**src/rtl/led_setup_pkg.sv**
```systemverilog
package led_setup_pkg;

	// ----------------------------------------
	// Sizes
	// ----------------------------------------
	localparam int NUM_CH = 3;
	localparam int NUM_REGS = 31;
	localparam int ADDR_W = 12;
	localparam int UPPER_W = 2;
	localparam int LOWER_W = 8;
	localparam int SET_W = UPPER_W + LOWER_W;
	localparam int IDX_W = 8;

	// ----------------------------------------
	// Register indices (byte address is four times the index)
	// ----------------------------------------
	localparam logic [7:0] IDX_MODE_A = 8'h00;
	localparam logic [7:0] IDX_MODE_B = 8'h01;
	localparam logic [7:0] IDX_SPEEDUP = 8'h03;
	localparam logic [7:0] IDX_CH0_FB = 8'h05;
	localparam logic [7:0] IDX_CH1_FB = 8'h06;
	localparam logic [7:0] IDX_CH2_FB = 8'h07;
	localparam logic [7:0] IDX_THERMAL = 8'h08;
	localparam logic [7:0] IDX_CH0_UPPER = 8'h10;
	localparam logic [7:0] IDX_CH0_LOWER = 8'h11;
	localparam logic [7:0] IDX_CH0_RANGE = 8'h12;
	localparam logic [7:0] IDX_CH1_UPPER = 8'h14;
	localparam logic [7:0] IDX_CH1_LOWER = 8'h15;
	localparam logic [7:0] IDX_CH1_RANGE = 8'h16;
	localparam logic [7:0] IDX_CH2_UPPER = 8'h18;
	localparam logic [7:0] IDX_CH2_LOWER = 8'h19;
	localparam logic [7:0] IDX_CH2_RANGE = 8'h1a;
	localparam logic [7:0] IDX_OV = 8'h1f;
	localparam logic [7:0] IDX_CONV_MODE = 8'h20;
	localparam logic [7:0] IDX_CONV_AUX = 8'h22;
	localparam logic [7:0] IDX_FB_SETUP = 8'h24;
	localparam logic [7:0] IDX_CH0_HEAD = 8'h27;
	localparam logic [7:0] IDX_CH0_LOOP = 8'h28;
	localparam logic [7:0] IDX_CH1_HEAD = 8'h2b;
	localparam logic [7:0] IDX_CH1_LOOP = 8'h2c;
	localparam logic [7:0] IDX_CH2_HEAD = 8'h2f;
	localparam logic [7:0] IDX_CH2_LOOP = 8'h30;
	localparam logic [7:0] IDX_NEG = 8'h61;
	localparam logic [7:0] IDX_POS = 8'h62;
	localparam logic [7:0] IDX_FBSEL = 8'h63;
	localparam logic [7:0] IDX_GENERAL = 8'h64;
	localparam logic [7:0] IDX_BEGIN = 8'h72;
	localparam logic [7:0] IDX_PIN_MODE = 8'h80;
	localparam logic [7:0] IDX_STATUS = 8'h81;

	localparam logic [7:0] REG_INDEX [NUM_REGS] = '{
		IDX_MODE_A, IDX_MODE_B, IDX_SPEEDUP, IDX_CH0_FB, IDX_CH1_FB, IDX_CH2_FB,
		IDX_THERMAL, IDX_CH0_UPPER, IDX_CH0_LOWER, IDX_CH0_RANGE, IDX_CH1_UPPER,
		IDX_CH1_LOWER, IDX_CH1_RANGE, IDX_CH2_UPPER, IDX_CH2_LOWER, IDX_CH2_RANGE,
		IDX_OV, IDX_CONV_MODE, IDX_CONV_AUX, IDX_FB_SETUP, IDX_CH0_HEAD,
		IDX_CH0_LOOP, IDX_CH1_HEAD, IDX_CH1_LOOP, IDX_CH2_HEAD, IDX_CH2_LOOP,
		IDX_NEG, IDX_POS, IDX_FBSEL, IDX_GENERAL, IDX_BEGIN
	};

	// ----------------------------------------
	// Storage slots of registers that steer logic
	// ----------------------------------------
	localparam int SLOT_MODE_A = 0;
	localparam int SLOT_SPEEDUP = 2;
	localparam int SLOT_CH_BASE = 7;
	localparam int SLOT_CH_STEP = 3;
	localparam int SLOT_OV = 16;
	localparam int SLOT_NEG = 26;
	localparam int SLOT_POS = 27;
	localparam int SLOT_FBSEL = 28;

	// ----------------------------------------
	// Values and fields
	// ----------------------------------------
	localparam logic [7:0] REG_RESET = 8'h00;
	localparam logic [7:0] VAL_CAL_ENABLE = 8'h50;
	localparam logic [7:0] VAL_SPEEDUP_OFF = 8'h80;
	localparam logic [7:0] VAL_OV_5V = 8'ha0;
	localparam logic [7:0] VAL_POS_OV = 8'h2f;
	localparam logic [7:0] VAL_FB_INTERNAL = 8'h8f;
	localparam logic [6:0] VAL_NEG_7A = 7'h15;
	localparam logic [7:0] VAL_BEGIN = 8'h01;
	localparam int NEG_FINAL_BIT = 7;
	localparam int PIN_MODE_LP_BIT = 0;
	localparam int STAT_STARTED = 0;
	localparam int STAT_DISABLE = 1;
	localparam int STAT_ON = 2;
	localparam int STAT_PEND = 5;

endpackage

```
**src/rtl/channel_if.sv**
```systemverilog
`timescale 1ns/1ps
`default_nettype none

interface channel_if;
	logic [1:0] upper;
	logic [7:0] lower;
	logic [7:0] scale;
	logic on_level;
	logic clear;
	logic [9:0] setpoint;
	logic [7:0] scale_out;
	logic pending;

	modport bank (
		output upper, lower, scale, on_level, clear,
		input setpoint, scale_out, pending
	);
	modport channel (
		input upper, lower, scale, on_level, clear,
		output setpoint, scale_out, pending
	);
endinterface

`default_nettype wire

```
**src/rtl/led_setup_regs.sv**
```systemverilog
// How it works
// - Setpoint reaches converter on on-input rise.
// - Setpoint: two upper bits, eight lower.
// - Per-channel range register scales output current.
// - Writing 01h to begin register starts operation.
// - A0h selects 5 V overvoltage threshold.
// - 50h enables headroom self-calibration.
// - 2Fh enables overvoltage guard, 7 A limit.
// - 8Fh selects internal converter feedback.
// - 80h at 0x03 disables converter speed-up.
// - Setup negative-limit value means 7 A.
// - Disable pin blanks outputs or selects low power.
// - Each channel's on-input activates that channel.
`timescale 1ns/1ps
`default_nettype none

module led_setup_regs
	import led_setup_pkg::*;
(
	// Clock and reset
	input wire logic clk,
	input wire logic rstn,
	// APB slave
	input wire logic psel,
	input wire logic penable,
	input wire logic pwrite,
	input wire logic [ADDR_W-1:0] paddr,
	input wire logic [31:0] pwdata,
	output logic pready,
	output logic [31:0] prdata,
	output logic pslverr,
	// Device pins
	input wire logic [NUM_CH-1:0] channel_on_input,
	input wire logic disable_lowpower_pin,
	// Channel converter controls
	output logic [NUM_CH-1:0][SET_W-1:0] channel_setpoint,
	output logic [NUM_CH-1:0][7:0] channel_scale,
	output logic [NUM_CH-1:0] channel_drive,
	output logic low_power_active,
	// Converter controls
	output logic operation_started,
	output logic headroom_cal_enable,
	output logic speedup_disable,
	output logic ov_threshold_5v,
	output logic ov_protect_enable,
	output logic pos_limit_7a,
	output logic feedback_internal,
	output logic neg_limit_7a,
	output logic neg_limit_final
);

	// ----------------------------------------
	// Pin synchronisers
	// ----------------------------------------
	logic [NUM_CH-1:0] on_meta;
	logic [NUM_CH-1:0] on_sync;
	logic dis_meta;
	logic dis_sync;
	logic dis_prev;

	always_ff @(posedge clk) begin
		if (!rstn) begin
			on_meta <= '0;
			on_sync <= '0;
			dis_meta <= 1'b0;
			dis_sync <= 1'b0;
			dis_prev <= 1'b0;
		end else begin
			on_meta <= channel_on_input;
			on_sync <= on_meta;
			dis_meta <= disable_lowpower_pin;
			dis_sync <= dis_meta;
			dis_prev <= dis_sync;
		end
	end

	// Clearing on release, not on assert, keeps the loaded values usable
	// for low-power operation while the pin is held.
	wire dis_release;
	assign dis_release = dis_prev & ~dis_sync;

	// ----------------------------------------
	// APB decode
	// ----------------------------------------
	wire [IDX_W-1:0] idx;
	wire aligned;
	wire setup_phase;
	wire wr_en;
	wire [NUM_REGS-1:0] slot_hit;
	wire table_hit;
	wire pin_mode_hit;
	wire status_hit;
	wire mapped;

	assign idx = paddr[IDX_W+1:2];
	assign aligned = (paddr[1:0] == 2'b00) && (paddr[ADDR_W-1:IDX_W+2] == '0);
	assign setup_phase = psel & ~penable;
	assign wr_en = psel & penable & pready & pwrite;
	assign table_hit = |slot_hit;
	assign pin_mode_hit = aligned && (idx == IDX_PIN_MODE);
	assign status_hit = aligned && (idx == IDX_STATUS);
	assign mapped = table_hit | pin_mode_hit | status_hit;

	// ----------------------------------------
	// Register storage
	// ----------------------------------------
	logic [7:0] regs [NUM_REGS];
	logic [7:0] pin_mode;

	genvar g;
	generate
		for (g = 0; g < NUM_REGS; g++) begin : gen_slot
			assign slot_hit[g] = aligned && (idx == REG_INDEX[g]);
			always_ff @(posedge clk) begin
				if (!rstn) begin
					regs[g] <= REG_RESET;
				end else if (wr_en && slot_hit[g]) begin
					regs[g] <= pwdata[7:0];
				end else if (dis_release) begin
					regs[g] <= REG_RESET;
				end
			end
		end
	endgenerate

	// The disable pin does not clear this one, so its choice outlives a cycle.
	always_ff @(posedge clk) begin
		if (!rstn) begin
			pin_mode <= REG_RESET;
		end else if (wr_en && pin_mode_hit) begin
			pin_mode <= pwdata[7:0];
		end
	end

	// ----------------------------------------
	// Start of operation
	// ----------------------------------------
	wire begin_write;
	assign begin_write = wr_en && aligned && (idx == IDX_BEGIN);

	always_ff @(posedge clk) begin
		if (!rstn) begin
			operation_started <= 1'b0;
		end else if (begin_write && (pwdata[7:0] == VAL_BEGIN)) begin
			operation_started <= 1'b1;
		end else if (dis_release) begin
			operation_started <= 1'b0;
		end
	end

	// ----------------------------------------
	// Channels
	// ----------------------------------------
	wire lp_select;
	wire outputs_blanked;
	wire [NUM_CH-1:0] pending;
	wire [NUM_CH-1:0] next_drive;

	assign lp_select = pin_mode[PIN_MODE_LP_BIT];
	assign outputs_blanked = dis_sync & ~lp_select;

	generate
		for (g = 0; g < NUM_CH; g++) begin : gen_ch
			channel_if chif ();
			localparam int BASE = SLOT_CH_BASE + g * SLOT_CH_STEP;
			assign chif.upper = regs[BASE][UPPER_W-1:0];
			assign chif.lower = regs[BASE + 1];
			assign chif.scale = regs[BASE + 2];
			assign chif.on_level = on_sync[g];
			assign chif.clear = dis_release;
			assign channel_setpoint[g] = chif.setpoint;
			assign channel_scale[g] = chif.scale_out;
			assign pending[g] = chif.pending;
			// A release clears the start flag at this edge, so drive must drop with it.
			assign next_drive[g] = operation_started & ~dis_release & on_sync[g] &
				~outputs_blanked;

			channel_latch u_latch (
				.clk(clk),
				.rstn(rstn),
				.ch(chif.channel)
			);
		end
	endgenerate

	always_ff @(posedge clk) begin
		if (!rstn) begin
			channel_drive <= '0;
			low_power_active <= 1'b0;
		end else begin
			channel_drive <= next_drive;
			low_power_active <= dis_sync & lp_select;
		end
	end

	// ----------------------------------------
	// Converter control decode
	// ----------------------------------------
	wire next_cal;
	wire next_speedup_off;
	wire next_ov_5v;
	wire next_pos_ov;
	wire next_fb_int;
	wire next_neg_7a;

	assign next_cal = regs[SLOT_MODE_A] == VAL_CAL_ENABLE;
	assign next_speedup_off = regs[SLOT_SPEEDUP] == VAL_SPEEDUP_OFF;
	assign next_ov_5v = regs[SLOT_OV] == VAL_OV_5V;
	assign next_pos_ov = regs[SLOT_POS] == VAL_POS_OV;
	assign next_fb_int = regs[SLOT_FBSEL] == VAL_FB_INTERNAL;
	assign next_neg_7a = regs[SLOT_NEG][6:0] == VAL_NEG_7A;

	// Registered so every converter control leaves on a clean flop edge.
	always_ff @(posedge clk) begin
		if (!rstn) begin
			headroom_cal_enable <= 1'b0;
			speedup_disable <= 1'b0;
			ov_threshold_5v <= 1'b0;
			ov_protect_enable <= 1'b0;
			pos_limit_7a <= 1'b0;
			feedback_internal <= 1'b0;
			neg_limit_7a <= 1'b0;
			neg_limit_final <= 1'b0;
		end else begin
			headroom_cal_enable <= next_cal;
			speedup_disable <= next_speedup_off;
			ov_threshold_5v <= next_ov_5v;
			ov_protect_enable <= next_pos_ov;
			pos_limit_7a <= next_pos_ov;
			feedback_internal <= next_fb_int;
			neg_limit_7a <= next_neg_7a;
			neg_limit_final <= regs[SLOT_NEG][NEG_FINAL_BIT];
		end
	end

	// ----------------------------------------
	// Read path
	// ----------------------------------------
	logic [7:0] table_data;
	wire [7:0] status_data;
	wire [7:0] read_byte;

	always_comb begin
		table_data = 8'h00;
		for (int i = 0; i < NUM_REGS; i++) begin
			if (slot_hit[i]) begin
				table_data = table_data | regs[i];
			end
		end
	end

	assign status_data = {
		pending,
		on_sync,
		dis_sync,
		operation_started
	};
	assign read_byte = status_hit ? status_data :
		pin_mode_hit ? pin_mode : table_data;

	// ----------------------------------------
	// APB answer
	// ----------------------------------------
	// No wait state: the answer is prepared in the setup cycle so
	// that pready, prdata and pslverr all leave straight from flops.
	always_ff @(posedge clk) begin
		if (!rstn) begin
			pready <= 1'b0;
			prdata <= 32'h0000_0000;
			pslverr <= 1'b0;
		end else begin
			pready <= setup_phase;
			if (setup_phase) begin
				prdata <= (pwrite || !mapped) ? 32'h0000_0000 : {24'h00_0000, read_byte};
				pslverr <= ~mapped;
			end else if (pready) begin
				prdata <= 32'h0000_0000;
				pslverr <= 1'b0;
			end
		end
	end

endmodule

`default_nettype wire

```
**src/rtl/channel_latch.sv**
```systemverilog
`timescale 1ns/1ps
`default_nettype none

module channel_latch
	import led_setup_pkg::*;
(
	// Clock and reset
	input wire logic clk,
	input wire logic rstn,
	// Bank side
	channel_if.channel ch
);

	logic on_prev;
	logic [SET_W-1:0] setpoint;
	logic [7:0] scale_out;
	wire on_rise;
	wire [SET_W-1:0] written;

	assign on_rise = ch.on_level & ~on_prev;
	assign written = {ch.upper, ch.lower};
	assign ch.setpoint = setpoint;
	assign ch.scale_out = scale_out;
	assign ch.pending = (written != setpoint) || (ch.scale != scale_out);

	always_ff @(posedge clk) begin
		if (!rstn) begin
			on_prev <= 1'b0;
		end else begin
			on_prev <= ch.on_level;
		end
	end

	// A held-high on input never reloads; only a fresh rising edge does.
	always_ff @(posedge clk) begin
		if (!rstn) begin
			setpoint <= '0;
			scale_out <= REG_RESET;
		end else if (on_rise) begin
			setpoint <= written;
			scale_out <= ch.scale;
		end else if (ch.clear) begin
			setpoint <= '0;
			scale_out <= REG_RESET;
		end
	end

endmodule

`default_nettype wire

```
**config.mk**
```make
export PLATFORM = sky130hd
export DESIGN_NAME = led_setup_regs
export DESIGN_NICKNAME = d
export VERILOG_FILES = /design/src/rtl/led_setup_pkg.sv /design/src/rtl/channel_if.sv /design/src/rtl/led_setup_regs.sv /design/src/rtl/channel_latch.sv
export SDC_FILE = /design/constraint.sdc
export NUM_CORES = 1
export LEC_CHECK = 0
export BUFFER_PORTS_ARGS = -buffer_cell sky130_fd_sc_hd__buf_4
export CAP_MARGIN = 20
export CORE_MARGIN = 3
export CORE_UTILIZATION = 40
export DETAILED_ROUTE_END_ITERATION = 10
export SLEW_MARGIN = 10
export SYNTH_ARGS = -nofsm -noshare
export SYNTH_HDL_FRONTEND = slang
export SYNTH_SLANG_ARGS = --single-unit
```
**constraint.sdc**
```tcl
create_clock -name clk -period 3 [get_ports clk]
set_input_delay 0.3 -clock clk [delete_from_list [all_inputs] [get_ports clk]]
set_output_delay 0.3 -clock clk [all_outputs]
set_load 0.005 [all_outputs]
```
After elaboration in Yosys (flattened, before gate mapping)
Memories as Yosys holds them, arrays and structs flattened.
Cells that the tools add are included.
W data, S select, Z words.
- word-level logic and storage cells: 575
- bits in registers: 120
- memories: 1
- bits in writable memories: 248
- bits of input ports: 53
- bitwise logic cells: 120
- muxes and demuxes: 298
- equal/unequal tests: 45
- reduce and logical (&&, ||, !) cells: 83
- memories (name ; depth ; bits a word ; read ports ; clocked after Yosys merged registers in ; wr ports ; RTL line ; text):
    regs ; 31 ; 8 ; 31 ; 0 ; 31 ; led_setup_regs.sv:107 ; logic [7:0] regs [NUM_REGS];
- operators with widths (kind ; count):
    $mux W8 ; 100
    $or A8 B8 Y8 ; 30
    $mux W1 ; 192
    $eq A8 B5 Y1 const B ; 10
    $eq A8 B6 Y1 const B ; 10
    $logic_and A1 B1 Y1 ; 69
    $mux W32 ; 2
    $or A1 B1 Y1 ; 64
    $eq A8 B7 Y1 const B ; 6
    $eq A8 B8 Y1 const B ; 5
    $mux W10 ; 4
    $reduce_or A31 Y1 ; 1
    $ne A10 B10 Y1 ; 3
    $eq A8 B3 Y1 const B ; 3
    $ne A8 B8 Y1 ; 3
    $and A1 B1 Y1 ; 17
    $eq A8 B1 Y1 const B ; 2
    $reduce_bool A2 Y1 ; 5
    $not A1 Y1 ; 9
    $eq A8 B2 Y1 const B ; 1
    $eq A8 B4 Y1 const B ; 1
    $logic_not A8 Y1 ; 1
    $eq A7 B5 Y1 const B ; 1
    $logic_not A2 Y1 ; 2
    other kinds (2) ; 5

Logic depth before layout (Yosys ltp)
- word-level depth: 68
- mapped depth: 10
- mapped depth without buffers: 7

By module
Synthesis repeated with hierarchy kept, for this count alone.
- cell total of the unflattened synthesis: 1523
- area, all modules: 17027.6 µm²
- by module, submodules not included (module ; sequential area each (µm²) ; instances ; area each (µm²) ; cells each):
    led_setup_regs ; 8227.9 ; 1 ; 13867.0 ; 1205
    channel_latch ; 380.4 ; 3 ; 1053.5 ; 106

Worst setup path after synthesis
No wires, ideal clock.
- kind: input-to-reg
- start point: in paddr[1]
- end point: mem regs[25][0], in the netlist regs[1][72], enable pin
- data required time: 2.616 ns
- cell stages on the path: 5
- data arrival time: 2.251 ns
- setup slack: 0.365 ns
- setup time: 0.384 ns
- path buffers: 1
- cells stage by stage: nor4_1 buf_2 nand4_1 or2_2 o21ai_0
- RTL lines (what ; RTL line ; text):
    start: declaration ; led_setup_regs.sv:27 ; input wire logic [ADDR_W-1:0] paddr,
    end: declaration ; led_setup_regs.sv:107 ;

==> flow_metrics.tcl <==
set metrics [dict create \
    critical_path_required_ns 3.17 \
    power_frac_seq_pct 50.2 \
    slew_headroom_pct 27.7 \
    root_buffer "clkbuf_16" \
    synthCells 1434 \
    coreArea_mm2 0.0401 \
    syn_area_per_cell_um2 11.4 \
    dr_total_vias 12800 \
    dp_cells 2091 \
    final-instance-count-excl-fill 2170 \
    clk_latency_ns 0.55 \
    reg2reg_slack_ns 0.75 \
    gp_congestion 0.976 \
    skew_ns 0.0187 \
    die-area_mm2 0.0435 \
    place_hpwl_um 41800 \
    rows 73 \
    fin_total_pwr_mw 10.8 \
    crit_slowest_cell "o21ai_0" \
    r2r_cells 7 \
    worst_path_largest_cell_delay_ns 0.83 \
    area_growth_pct 19.9 \
    pwr-share-clk_pct 43.5 \
    cp-startpoint "paddr[7]" \
    async_flop_share_pct 0 \
    end_kind "flip-flop" \
    multi_input_area_mm2 0.00657 \
    fmax_ghz 0.424 \
    antenna_found_initial 0 \
    grt_pass1_wl_um 84900 \
    drive_above_1_share_pct 20.0 \
    powerDensity_mw_per_mm2 550 \
    tns_ns 0 \
    p_sw_share_pct 23.6 \
    register_area_mm2 0.00937 \
    first_iter_violations 1801 \
    synth_area_leaders "edfxtp_1, dfxtp_1, and2_1, a22oi_1, nor2b_1" \
    routedWlPerCell_um 27.2 \
    hold_class "primary input to flip-flop" \
    synth_seq_cells 344 \
    critPathKind "primary input to flip-flop" \
    met1_usage_pct 38.3 \
    fin_crit_ns 2.36 \
    yosys_warnings 0 \
    grt_pass1_vias 12100 \
    switchingPower_mw 2.56 \
    path_clk_slew_ns 0.06 \
    nets 1669 \
    grt_max_degree 55 \
    worstPathArrival_ns 2.53 \
    ir_drop_mv 0.312 \
    drc_errors 0 \
    io_buffer_count 105 \
    synth_seq_area_share_pct 57.1 \
    n_fill_cell 3592 \
    firstDrtPassIters 5 \
    clock_sinks 344 \
    rsz0062_at_grt "false" \
    grt_use_met3_pct 4.13 \
    ant_nets 0 \
    final_util_pct 49.1 \
    post-route-period-util_pct 78.7 \
    cts.path.max_buffers 3 \
    synth_top_flop_cell "edfxtp_1" \
    overflow 0 \
    min_from "penable" \
    placed_area_mm2 0.0184 \
    internal-power_mw 8.27 \
    finalWirelength_um 59000 \
    post-cts-setup-buffer-count 0 \
    synth-edff-count 248 \
    worst-path-max-fanout 24 \
    syn_area_mm2 0.0164 \
    grt_util_met2_pct 41.6 \
    tightest_slew_ns 1.07 \
    pre_cts_ws_ns 0.112 \
    top_usage_layer "met2" \
    comb_power_share_pct 6.3 \
    hold_depth 3 \
    finalHoldViolations 0 \
    r2r-start "pready$_SDFF_PN0_" \
    hold_ws_ns 0.112 \
    finalSetupViolCount 0 \
    cts_tree "done" \
    setup_slack_ns 0.639 \
    crit_path_start_kind "primary input" \
    cts_max_level 2 \
    start_util_pct 40.9 \
    power.leakage_nw 7.22 \
    routed_via_density 5.89 \
    die_h_um 209 \
    maxCapViolations 0 \
    synth_cell_type_count 74 \
    grt_use_total_pct 26.3 \
    io_pins 154 \
    yosysTopAreaCell "edfxtp_1" \
    numCtsBuffers 40 \
    stdcell_area_mm2 0.0197 \
    outcome "finished clean" \
    crit_chain "buf_4 > nor4b_2 > buf_4 > nand2_1 > o21ai_0" \
    fp.dieW_um 209 \
    synth_top_area_share_pct 45.4 \
    path_common_cell "buf_4" \
    slew_viol_final 0 \
]
-- synthesized netlist by cell type (11+ instances only) --
master,instances
a221oi_1,16
a22o_1,14
a22oi_1,96
and2_1,264
and3_1,11
buf_2,18
buf_4,25
clkbuf_1,67
dfxtp_1,96
edfxtp_1,248
mux2i_1,21
nand2_1,64
nand3_1,35
nand4_1,24
nor2_1,65
nor2b_1,64
nor4_1,23
o21ai_0,41
xnor2_1,25
xor2_1,30
-- cell type report --
cell class / count / area share [%]
clock inverters: 19 / 0.845
well taps: 525 / 3.34
multi-input cells: 987 / 33.4
diodes: 1 / 0.0127
inverters: 8 / 0.153
repair buffers: 235 / 9.15
clock buffers: 51 / 5.55
flip-flops and latches: 344 / 47.6
-- repair_timing --
action / in CTS / in global routing
endpoints found under the hold margin: 4 / 0
hold buffers: 4 / 0
setup endpoints to repair: 0 / 0
resized for setup: 0 / 0
-- critical path: cells and delay by family --
kind | cells | cell delay [ns]
buffers and inverters | 2 | 0.52
AOI/OAI and AO/OA | 1 | 0.83
and+or+nand+nor | 2 | 0.86
-- power by group through the flow --
stage | Clock, mW | Combinational (mW) | Sequential, mW
3_5_place_dp | 0 | 0.669 | 5.52
5_1_grt | 4.97 | 0.724 | 5.44
4_1_cts | 4.78 | 0.676 | 5.43
6_report | 4.71 | 0.686 | 5.43
2_1_floorplan | 0 | 0.377 | 5.44
3_3_place_gp | 0 | 0.661 | 5.52
-- worst paths after layout --
check | end
min reg2reg | dis_sync$_SDFF_PN0_
max | regs[0][73]$_SDFFCE_PP0P_
max reg2reg | prdata[1]$_SDFFE_PN0P_
min | pready$_SDFF_PN0_
-- flip-flops by register name (all words and copies together) (netlist names), 3 cells and up --
name                         flops
on_sync                          3
regs                           248
gen_ch.u_latch.ch.scale_out     24
on_meta                          3
pin_mode                         8
gen_ch.u_latch.on_prev           3
prdata                           8
channel_drive                    3
gen_ch.u_latch.ch.setpoint      30
-- cell usage in the layout (no fill, tap or decap), drive strengths merged, types with 43 or more instances in the layout --
cell type,instances
o21ai,43
buf,229
nand2,64
nor2,68
and2,266
a22oi,96
edfxtp,248
nor2b,64
dfxtp,96
clkbuf,53
-- kinds of logic (layout without fill, tap and decap cells) --
group | after synthesis | count (layout) | share of synthesized area [%]
compound gates | 256 | 256 | 11.7
buf+inv | 126 | 313 | 3.73
xor+xnor | 55 | 55 | 2.93
simple gates | 627 | 627 | 22.9
mux | 25 | 25 | 1.55
other cells | 1 | 25 | 0.0228
flops | 344 | 344 | 57.1
-- routing by layer --
layer  wire length, um  share of wire (%)  up-vias
met1             25400                 43     6358
met5                 0                  0        -
met2             27100                 46      701
met3              4940                8.4      101
li1                  -                  -     5625
met4              1600                2.7        0
Power figures use the tool's default switching activity.
